--- config.mk ---
export PLATFORM = sky130hd
export DESIGN_NAME = ccs_clock_ctrl
export DESIGN_NICKNAME = d
export VERILOG_FILES = /design/src/rtl/ccs_pkg.sv /design/src/rtl/ccs_clock_ctrl.sv
export SDC_FILE = /design/constraint.sdc
export NUM_CORES = 1
export LEC_CHECK = 0
export ABC_CLOCK_PERIOD_IN_PS = 4300
export BUFFER_PORTS_ARGS = -buffer_cell sky130_fd_sc_hd__buf_2
export CORE_MARGIN = 8
export CORE_UTILIZATION = 55
export CTS_BUF_LIST = sky130_fd_sc_hd__clkbuf_8 sky130_fd_sc_hd__clkbuf_16
export DETAILED_ROUTE_END_ITERATION = 12
export PLACE_DENSITY = 0.77
export SYNTH_ARGS = -nofsm -noshare
export SYNTH_HDL_FRONTEND = slang
export SYNTH_SLANG_ARGS = --single-unit
--- constraint.sdc ---
create_clock -name core_clk -period 4.3 [get_ports core_clk]
set_input_delay 0.215 -clock core_clk [delete_from_list [all_inputs] [get_ports core_clk]]
set_output_delay 0.215 -clock core_clk [all_outputs]
set_load 0.005 [all_outputs]
--- src/rtl/ccs_pkg.sv ---
package ccs_pkg;

    // Register map, byte offsets on the plain register port
    localparam logic [3:0] CCS_OFF_CTRL = 4'h0;
    localparam logic [3:0] CCS_OFF_STAT = 4'h4;
    localparam logic [3:0] CCS_OFF_FUSE = 4'h8;

    // Control register fields
    localparam int CCS_CTRL_MODE_LSB  = 0;
    localparam int CCS_CTRL_SLEEP_BIT = 3;
    localparam int CCS_CTRL_ASRC_BIT  = 4;
    localparam int CCS_CTRL_CONV_BIT  = 5;
    localparam logic [7:0] CCS_CTRL_RESET = 8'h20;

    // Fuse fields as seen through the raw fuse word
    localparam int CCS_FUSE_CKSEL_LSB = 0;
    localparam int CCS_FUSE_SUT_LSB   = 4;
    localparam int CCS_FUSE_DIV8_BIT  = 6;

    // Start-up figures in cycles of the timed oscillator
    localparam logic [15:0] CCS_RST_EXTRA_CK = 16'h000E;
    localparam logic [15:0] CCS_WAKE_258CK   = 16'h0102;
    localparam logic [15:0] CCS_WAKE_1KCK    = 16'h0400;
    localparam int          CCS_WAKE_16KCK   = 16384;
    localparam logic [13:0] CCS_TOUT_NONE    = 14'h0000;
    localparam logic [13:0] CCS_TOUT_4K      = 14'h1000;
    localparam int          CCS_TOUT_8K      = 8192;
    localparam logic [2:0]  CCS_DIV8_LAST    = 3'h7;

    // Raw fuse word: a one is unprogrammed, a zero programmed
    typedef struct packed {
        logic       div8;
        logic [1:0] sut;
        logic [3:0] cksel;
    } ccs_fuse_t;

    localparam ccs_fuse_t CCS_FUSE_DEFAULT = '{div8: 1'b0, sut: 2'b10,
                                               cksel: 4'b0010};

    typedef enum logic [2:0] {
        CCS_SRC_LP    = 3'h0,
        CCS_SRC_FS    = 3'h1,
        CCS_SRC_LF    = 3'h2,
        CCS_SRC_RC128 = 3'h3,
        CCS_SRC_RC    = 3'h4,
        CCS_SRC_EXT   = 3'h5,
        CCS_SRC_RSVD  = 3'h6
    } ccs_src_t;

    typedef enum logic [2:0] {
        CCS_SLP_IDLE  = 3'h0,
        CCS_SLP_CONV  = 3'h1,
        CCS_SLP_PDOWN = 3'h2,
        CCS_SLP_PSAVE = 3'h3
    } ccs_sleep_t;

    typedef enum logic [2:0] {
        CCS_ST_CAPT  = 3'b000,
        CCS_ST_TOUT  = 3'b001,
        CCS_ST_RIPL  = 3'b011,
        CCS_ST_RUN   = 3'b010,
        CCS_ST_SLEEP = 3'b110
    } ccs_state_t;

    typedef struct packed {
        logic core;
        logic periph;
        logic flash;
        logic async_tmr;
        logic conv;
    } ccs_clk_en_t;

endpackage : ccs_pkg

--- src/rtl/ccs_clock_ctrl.sv ---
`timescale 1ns/1ps

// Notes on behaviour
// - Core clock stops all core execution
// - Peripheral clock; async interrupts still detected
// - Program memory clock follows core clock
// - Async timer clock runs through sleep; the code stops it in power-down
// - Converter clock survives core/peripheral stop
// - Source fuse codes pick crystal types
// - 0011 128k, 0010 RC, 0000 external
// - Fuse bit zero means programmed
// - Default: RC, divide-by-eight, start-up 10
// - Extra time-out after reset release
// - Time-out 0, 4096 or 8192 watchdog cycles
// - Ripple counter holds reset until count
// - Reset: both delays; power-down/save wake: start-up only, other wakes none
// - Low power crystal frequency range bits
// - Divide-by-eight fuse divides system clock
// - Codes 0/00, 0/01: 258CK wake
// - Codes 0/10, 0/11, 1/00: 1KCK wake
// - Codes 1/01, 1/10, 1/11: 16KCK wake
// - Sleep modes stop unused domain clocks
module ccs_clock_ctrl
    import ccs_pkg::*;
#(
    parameter int TOUT_LONG_CYCLES = CCS_TOUT_8K,
    parameter int WAKE_LONG_CYCLES = CCS_WAKE_16KCK
) (
    // Clock and reset
    input  wire logic        core_clk,
    input  wire logic        sys_rst,
    // Fuse word, raw, sampled once after reset
    input  wire ccs_fuse_t   fuse_raw,
    // Oscillator ticks, one-cycle pulses
    input  wire logic        osc_tick,
    input  wire logic        wdt_tick,
    input  wire logic        ext_tmr_tick,
    input  wire logic        xtal32_tick,
    // Wake sources
    input  wire logic        async_irq,
    // Register port
    input  wire logic [3:0]  reg_addr,
    input  wire logic [7:0]  reg_wdata,
    input  wire logic        reg_wr,
    input  wire logic        reg_rd,
    output logic      [7:0]  reg_rdata,
    // Clock domain outputs
    output ccs_clk_en_t      clk_en,
    output logic             sys_tick,
    output logic             async_timer_clock,
    output logic             async_wake,
    output logic             int_rst
);

    localparam logic [13:0] TOUT_LONG = 14'(TOUT_LONG_CYCLES);
    localparam logic [15:0] WAKE_LONG = 16'(WAKE_LONG_CYCLES);

    ccs_fuse_t   fuse_q;
    ccs_state_t  state_q;
    ccs_src_t    src;
    ccs_clk_en_t en_d;
    ccs_clk_en_t clk_en_q;
    logic [7:0]  ctrl_q;
    logic [7:0]  rdata_q;
    logic [13:0] tout_cnt_q;
    logic [15:0] ripl_cnt_q;
    logic [13:0] tout_len;
    logic [15:0] wake_len;
    logic [15:0] ripl_len;
    logic        from_wake_q;
    logic [2:0]  div_q;
    logic        sys_tick_q;
    logic        atmr_q;
    logic        awake_q;
    logic        int_rst_q;
    logic        div8_on;
    logic [1:0]  lp_range;
    logic        sleep_req;
    ccs_sleep_t  mode;

    // Fuse decode
    // fuse active low
    assign div8_on   = ~fuse_q.div8;
    assign lp_range  = fuse_q.cksel[2:1];
    assign mode      = ccs_sleep_t'(ctrl_q[CCS_CTRL_MODE_LSB +: 3]);
    assign sleep_req = reg_wr && (reg_addr == CCS_OFF_CTRL)
                       && reg_wdata[CCS_CTRL_SLEEP_BIT];

    // Reserved code still starts; status shows it to software
    always_comb begin
        if (fuse_q.cksel[3]) begin
            src = CCS_SRC_LP;
        end else begin
            case (fuse_q.cksel[2:0])
                3'h7, 3'h6: src = CCS_SRC_FS;
                3'h5, 3'h4: src = CCS_SRC_LF;
                3'h3:       src = CCS_SRC_RC128;
                3'h2:       src = CCS_SRC_RC;
                3'h0:       src = CCS_SRC_EXT;
                default:    src = CCS_SRC_RSVD;
            endcase
        end
    end

    // Start-up lengths; one code table times every source, but cksel 00xx sources take their own time-out
    always_comb begin
        case ({fuse_q.cksel[0], fuse_q.sut})
            3'b000: begin
                wake_len = CCS_WAKE_258CK;
                tout_len = CCS_TOUT_4K;
            end
            3'b001: begin
                wake_len = CCS_WAKE_258CK;
                tout_len = TOUT_LONG;
            end
            3'b010: begin
                wake_len = CCS_WAKE_1KCK;
                tout_len = CCS_TOUT_NONE;
            end
            3'b011: begin
                wake_len = CCS_WAKE_1KCK;
                tout_len = CCS_TOUT_4K;
            end
            3'b100: begin
                wake_len = CCS_WAKE_1KCK;
                tout_len = TOUT_LONG;
            end
            3'b101: begin
                wake_len = WAKE_LONG;
                tout_len = CCS_TOUT_NONE;
            end
            3'b110: begin
                wake_len = WAKE_LONG;
                tout_len = CCS_TOUT_4K;
            end
            default: begin
                wake_len = WAKE_LONG;
                tout_len = TOUT_LONG;
            end
        endcase
        // RC, 128k and external sources (cksel 00xx): start-up bits alone
        // pick the time-out, so the shipped 10 gives the longest one
        if (fuse_q.cksel[3:2] == 2'b00) begin
            case (fuse_q.sut)
                2'b00:   tout_len = CCS_TOUT_NONE;
                2'b01:   tout_len = CCS_TOUT_4K;
                default: tout_len = TOUT_LONG;
            endcase
        end
    end

    // reset adds 14CK, wake does not
    assign ripl_len = from_wake_q ? wake_len : wake_len + CCS_RST_EXTRA_CK;

    // Fuses are caught after reset release, never under it
    // So a programmer may still change them while reset is held
    always_ff @(posedge core_clk) begin
        if (sys_rst) begin
            fuse_q <= CCS_FUSE_DEFAULT;
        end else if (state_q == CCS_ST_CAPT) begin
            fuse_q <= fuse_raw;
        end
    end

    // Start-up and sleep sequencer
    always_ff @(posedge core_clk) begin
        if (sys_rst) begin
            state_q     <= CCS_ST_CAPT;
            from_wake_q <= 1'b0;
        end else begin
            case (state_q)
                CCS_ST_CAPT: begin
                    state_q     <= CCS_ST_TOUT;
                    from_wake_q <= 1'b0;
                end
                CCS_ST_TOUT: begin
                    if (tout_cnt_q >= tout_len) begin
                        state_q <= CCS_ST_RIPL;
                    end
                end
                CCS_ST_RIPL: begin
                    if (ripl_cnt_q >= ripl_len) begin
                        state_q <= CCS_ST_RUN;
                    end
                end
                CCS_ST_RUN: begin
                    if (sleep_req) begin
                        state_q <= CCS_ST_SLEEP;
                    end
                end
                CCS_ST_SLEEP: begin
                    if (async_irq) begin
                        if (mode == CCS_SLP_PDOWN
                            || mode == CCS_SLP_PSAVE) begin
                            state_q     <= CCS_ST_RIPL;
                            from_wake_q <= 1'b1;
                        end else begin
                            state_q <= CCS_ST_RUN;
                        end
                    end
                end
                default: begin
                    state_q <= CCS_ST_CAPT;
                end
            endcase
        end
    end

    // Time-out counter on watchdog ticks; saturates at its length
    // Cleared outside TOUT so a re-entry always starts from zero
    always_ff @(posedge core_clk) begin
        if (sys_rst || state_q != CCS_ST_TOUT) begin
            tout_cnt_q <= 14'h0000;
        end else if (wdt_tick && tout_cnt_q < tout_len) begin
            tout_cnt_q <= tout_cnt_q + 14'h0001;
        end
    end

    // Ripple counter on selected-oscillator ticks; saturates too
    always_ff @(posedge core_clk) begin
        if (sys_rst || state_q != CCS_ST_RIPL) begin
            ripl_cnt_q <= 16'h0000;
        end else if (osc_tick && ripl_cnt_q < ripl_len) begin
            ripl_cnt_q <= ripl_cnt_q + 16'h0001;
        end
    end

    // Registered so the internal reset never glitches on decode
    // A wake from deep sleep keeps it low; only reset raises it
    always_ff @(posedge core_clk) begin
        if (sys_rst) begin
            int_rst_q <= 1'b1;
        end else begin
            int_rst_q <= (state_q == CCS_ST_CAPT) || (state_q == CCS_ST_TOUT)
                         || (state_q == CCS_ST_RIPL && !from_wake_q)
                         || (state_q == CCS_ST_RIPL && ripl_cnt_q < ripl_len
                             && !from_wake_q);
        end
    end

    // Divider runs when bypassed too, so its phase never resets
    // divide by eight
    always_ff @(posedge core_clk) begin
        if (sys_rst) begin
            div_q      <= 3'h0;
            sys_tick_q <= 1'b0;
        end else begin
            sys_tick_q <= 1'b0;
            if (osc_tick) begin
                div_q <= div_q + 3'h1;
                if (!div8_on || div_q == CCS_DIV8_LAST) begin
                    sys_tick_q <= 1'b1;
                end
            end
        end
    end

    // Domain enables per sleep mode
    // Power-down and the unnamed mode codes 4 to 7 are the only modes that also stop the timer domain
    always_comb begin
        en_d = '0;
        // async timer gated by sleep in power-down and in the unnamed mode codes 4 to 7
        en_d.async_tmr = 1'b1;
        if (state_q == CCS_ST_RUN) begin
            en_d.core   = 1'b1;
            en_d.flash  = 1'b1;
            en_d.periph = 1'b1;
            en_d.conv   = ctrl_q[CCS_CTRL_CONV_BIT];
        end else if (state_q == CCS_ST_SLEEP) begin
            case (mode)
                CCS_SLP_IDLE: begin
                    en_d.periph = 1'b1;
                    en_d.conv   = ctrl_q[CCS_CTRL_CONV_BIT];
                end
                CCS_SLP_CONV: begin
                    en_d.conv = 1'b1;
                end
                CCS_SLP_PSAVE: begin
                    en_d.async_tmr = 1'b1;
                end
                default: begin
                    en_d.async_tmr = 1'b0;
                end
            endcase
        end
    end

    // An enable may wait a cycle for a quiet slot; no runt pulses
    // gates change only between clock pulses
    always_ff @(posedge core_clk) begin
        if (sys_rst) begin
            clk_en_q <= '0;
        end else if (!osc_tick) begin
            clk_en_q <= en_d;
        end
    end

    // Uses the live enable so no pulse leaks past the gate
    // timer tick source select
    always_ff @(posedge core_clk) begin
        if (sys_rst) begin
            atmr_q <= 1'b0;
        end else begin
            atmr_q <= en_d.async_tmr && (ctrl_q[CCS_CTRL_ASRC_BIT]
                      ? xtal32_tick : ext_tmr_tick);
        end
    end

    // Never gated: it must work with every domain stopped
    // async interrupt seen while gated
    always_ff @(posedge core_clk) begin
        if (sys_rst) begin
            awake_q <= 1'b0;
        end else begin
            awake_q <= async_irq;
        end
    end

    // Register port
    // Unmapped writes fall through and are dropped
    always_ff @(posedge core_clk) begin
        if (sys_rst) begin
            ctrl_q <= CCS_CTRL_RESET;
        end else if (reg_wr && reg_addr == CCS_OFF_CTRL) begin
            // Sleep request bit is a strobe, not stored
            ctrl_q <= reg_wdata & ~(8'h01 << CCS_CTRL_SLEEP_BIT);
        end
    end

    // Read data stand one cycle only, then return to zero
    always_ff @(posedge core_clk) begin
        if (sys_rst) begin
            rdata_q <= 8'h00;
        end else if (reg_rd) begin
            case (reg_addr)
                CCS_OFF_CTRL: rdata_q <= ctrl_q;
                CCS_OFF_STAT: rdata_q <= {int_rst_q, div8_on, lp_range,
                                          1'b0, src};
                CCS_OFF_FUSE: rdata_q <= {1'b0, fuse_q};
                default:      rdata_q <= 8'h00;
            endcase
        end else begin
            rdata_q <= 8'h00;
        end
    end

    assign reg_rdata         = rdata_q;
    assign clk_en            = clk_en_q;
    assign sys_tick          = sys_tick_q;
    assign async_timer_clock = atmr_q;
    assign async_wake        = awake_q;
    assign int_rst           = int_rst_q;

endmodule : ccs_clock_ctrl

==> qor.txt <==
Leak -> 1.56 nW
initial core utilization -> 0.565
status -> finished, final reports clean
met1 wire length -> 3290 um
post-CTS setup buffer count -> 0
Worst Path Required -> 4.57 ns
Placer Congestion -> 0.839
drt first-iter violations -> 188
Synth Net Count -> 436
CTS tree -> yes
core area -> 5850 um2
P_int -> 0.00106 W
Worst Hold Depth -> 3
Mean Syn Cell Area -> 8.39 um2
Hold Crit Start -> fuse_raw[1]
Async S/R FF share, synth -> 0
reg2reg end -> ripl_cnt_q[11]
vias in the first global route -> 2,592
sequential share of the synthesized area -> 0.406
Peak Freq -> 327 MHz
final WL -> 7310 um
Post-synth top cells -> 67 x dfxtp_1, 67 x nor2_1, 30 x nand2_1, 28 x a21oi_1, 21 x xor2_1
first-pass GRT wire length -> 12,000 um
Synth Area in XOR/XNOR -> 0.0662
Vias -> 2,830
max capacitance violation total -> 0
multiplexer share of the synthesized area -> 0.0462
critical path class -> register to register
Detail Route Antenna Nets -> 0
power share of the clock group -> 0.396
CP peak stage delay -> 0.70 ns
critical path's most frequent cell -> a21oi_1
final core occ -> 0.641
die area -> 8750 um2
R2R Setup Slk -> 1.24 ns
R2R Path Start -> fuse_q[0]
largest family of logic cells by synthesized area -> simple AND/OR/NAND/NOR gates
DP HPWL -> 5280 um
IO Pins -> 45
post-cts sizing count -> 0
Crit Path Max Fanout -> 14
initial antenna violation count -> 0
Crit. End Element -> register
DR WL/cell -> 14.4 um
Comb power frac -> 0.144
Synth Area in Simple Gates -> 0.290
met3 WL -> 354 um
maximum vdd drop -> 0.264 mV
row count -> 28
hold crit path type -> input port to register
RSZ-0062 raised after global routing -> false
Pwr Density -> 389 nW/um2
fraction of final layout cells sized beyond drive strength 1 -> 0.157
Top Layer Used -> met4
Worst EP arrival -> 3.33 ns
clk slew on worst S/H paths -> 0.08 ns
count of different cell masters after synthesis -> 46
clock sinks -> 67
largest net degree at the start of global routing -> 32
global route total overflow -> 0
Post-Route Setup TNS -> 0 ns
Port Buffer Count -> 44
Synth Flop Type -> dfxtp_1
Slew @ Worst Pin -> 0.871 ns
die width -> 93.5 um
CTS H-tree depth -> 3
EDFF count, synth -> 0
reg2reg path depth -> 10
slowest library cell on the worst path -> nor2_1
synthesized instance count -> 394
ant diodes -> 0
post-synthesis adder-cell area fraction -> 0.0530
cell area after synthesis -> 3310 um2
DIE HEIGHT -> 93.5 um
CTS buffer count -> 9
top cell type's share of synthesized area -> 0.406
CP startpoint kind -> register
Synth Area in Compound Gates -> 0.0999
#FFs+latches synth -> 67
Reg power frac -> 0.460
DRC errors left -> 0
via density per instance -> 5.56
Max-slew headroom -> 0.417
Synthesis Warnings -> 0
final worst-path cycle share -> 0.711
total iterations of the first detailed-routing run -> 4
Nets -> 471
root buf cell -> clkbuf_8
hold_buf cts -> 0
dominant cell type by area after synthesis -> dfxtp_1
ranking of synthesized cells by area -> dfxtp_1 41%, nor2_1 7.6%, xor2_1 5.6%, ha_1 5.3%, a21oi_1 4.2%
Sw Pwr -> 0.000401 W
Final setup viols -> 0
Syn-to-layout area delta -> 13.4%
switching share of power -> 0.275
min Tclk post-route -> 3.06 ns
worst-skew pair later-pin latency -> 0.35 ns
Total GRT Usage -> 0.170
Hold Path End -> fuse_q[1]
Fin. Hold Viols -> 0
Max Transition Viols Final -> 0
met2 WL -> 3490 um
CTS max path bufs -> 2
Worst Skew -> 0.0126 ns
CP cell instances -> inv_1 > a21oi_1 > nand2_1 > ha_1 > or4b_4 > a211oi_1 > nor2_1 > nand2_2 > or3_1 > a21oi_1
-- placed cells by master (no fill, tap or decap), types with 3 or more instances in the layout --
master     n
a21oi_1   28
nor3b_1    3
xor2_1    21
nand2b_1   4
or3_1     10
xnor2_1    4
nand3b_1   4
nand3_1   11
inv_1     12
a22oi_1    4
nand4_1   11
mux2i_1   13
dfxtp_1   67
and3_1    11
ha_1      14
nor3_1    12
nor2_1    67
nand2_1   30
buf_2     44
o21ai_0   12
nor2b_1    6
a211oi_1   3
clkbuf_8   9
and4_1     4
-- registers in the layout, indices dropped and copies added, names as in the netlist, 3 cells and up --
name and cells:
clk_en 4, ctrl_q 7, div_q 3, fuse_q 7, reg_rdata 8, ripl_cnt_q 16, state_q 3, tout_cnt_q 14
-- power by group through the flow --
stage	Clock, W	Sequential, W	Combinational, W
after detailed placement	0	0.000686	0.000208
after global placement	0	0.000684	0.000201
after floorplan	0	0.000673	0.000166
after CTS	0.000588	0.000671	0.000209
final	0.000578	0.000672	0.000210
after global routing	0.000614	0.000677	0.000234
-- through the flow --
step                      instance area, um2  hold WS (ns)  worst slack, ns  instances  power (W)
after detailed placement                3530         0.437             1.34        493   0.000894
after global routing                    3750        0.0797             1.03        509    0.00152
after global placement                  3530         0.427             1.52        493   0.000886
after CTS                               3750        0.0686             1.29        509    0.00147
after floorplan                         3310         0.339             1.68        394   0.000840
final                                   3750        0.0794             1.24        509    0.00146
-- layer usage --
metal | track usage | vias to the layer above
li1 | - | 1435
met1 | 0.207 | 1302
met2 | 0.266 | 77
met3 | 0.0577 | 16
met4 | 0.0766 | 0
met5 | 0 | -
-- layout make-up --
| type | instances | area, um2 |
|---|---|---|
| clock buffer | 9 | 124 |
| clock inverter | 7 | 92.6 |
| fill | 487 | 2100 |
| inverter | 11 | 41.3 |
| multi-input combinational | 296 | 1840 |
| sequential | 67 | 1340 |
| tap | 75 | 93.8 |
| timing repair buffer | 44 | 220 |
-- kinds of logic after synthesis --
| logic type | after synthesis |
|---|---|
| muxes | 15 |
| DFF | 67 |
| buffers and inverters | 31 |
| adders and majority gates | 14 |
| AOI/OAI and AO/OA | 55 |
| and+or+nand+nor | 187 |
| xor gates and xnor gates | 25 |
-- critical path, delay by kind of cell (launching register included) --
kind	cells	cell delay [ns]
DFF	1	0.55
buffers and inverters	1	0.10
and+or+nand+nor	5	1.61
adders and majority gates	1	0.29
AOI/OAI and AO/OA	3	0.43
-- how the worst max path moves through the flow --
stage / end / start / slack (ns)
after floorplan: ripl_cnt_q[10] / fuse_q[0] / 1.68
after global placement: ripl_cnt_q[12] / fuse_q[0] / 1.52
after detailed placement: ripl_cnt_q[11] / fuse_q[0] / 1.34
after CTS: ripl_cnt_q[11] / fuse_q[0] / 1.29
after global routing: ripl_cnt_q[11] / fuse_q[0] / 1.03
final: ripl_cnt_q[11] / fuse_q[0] / 1.24
(Power assumes the default switching activity.)
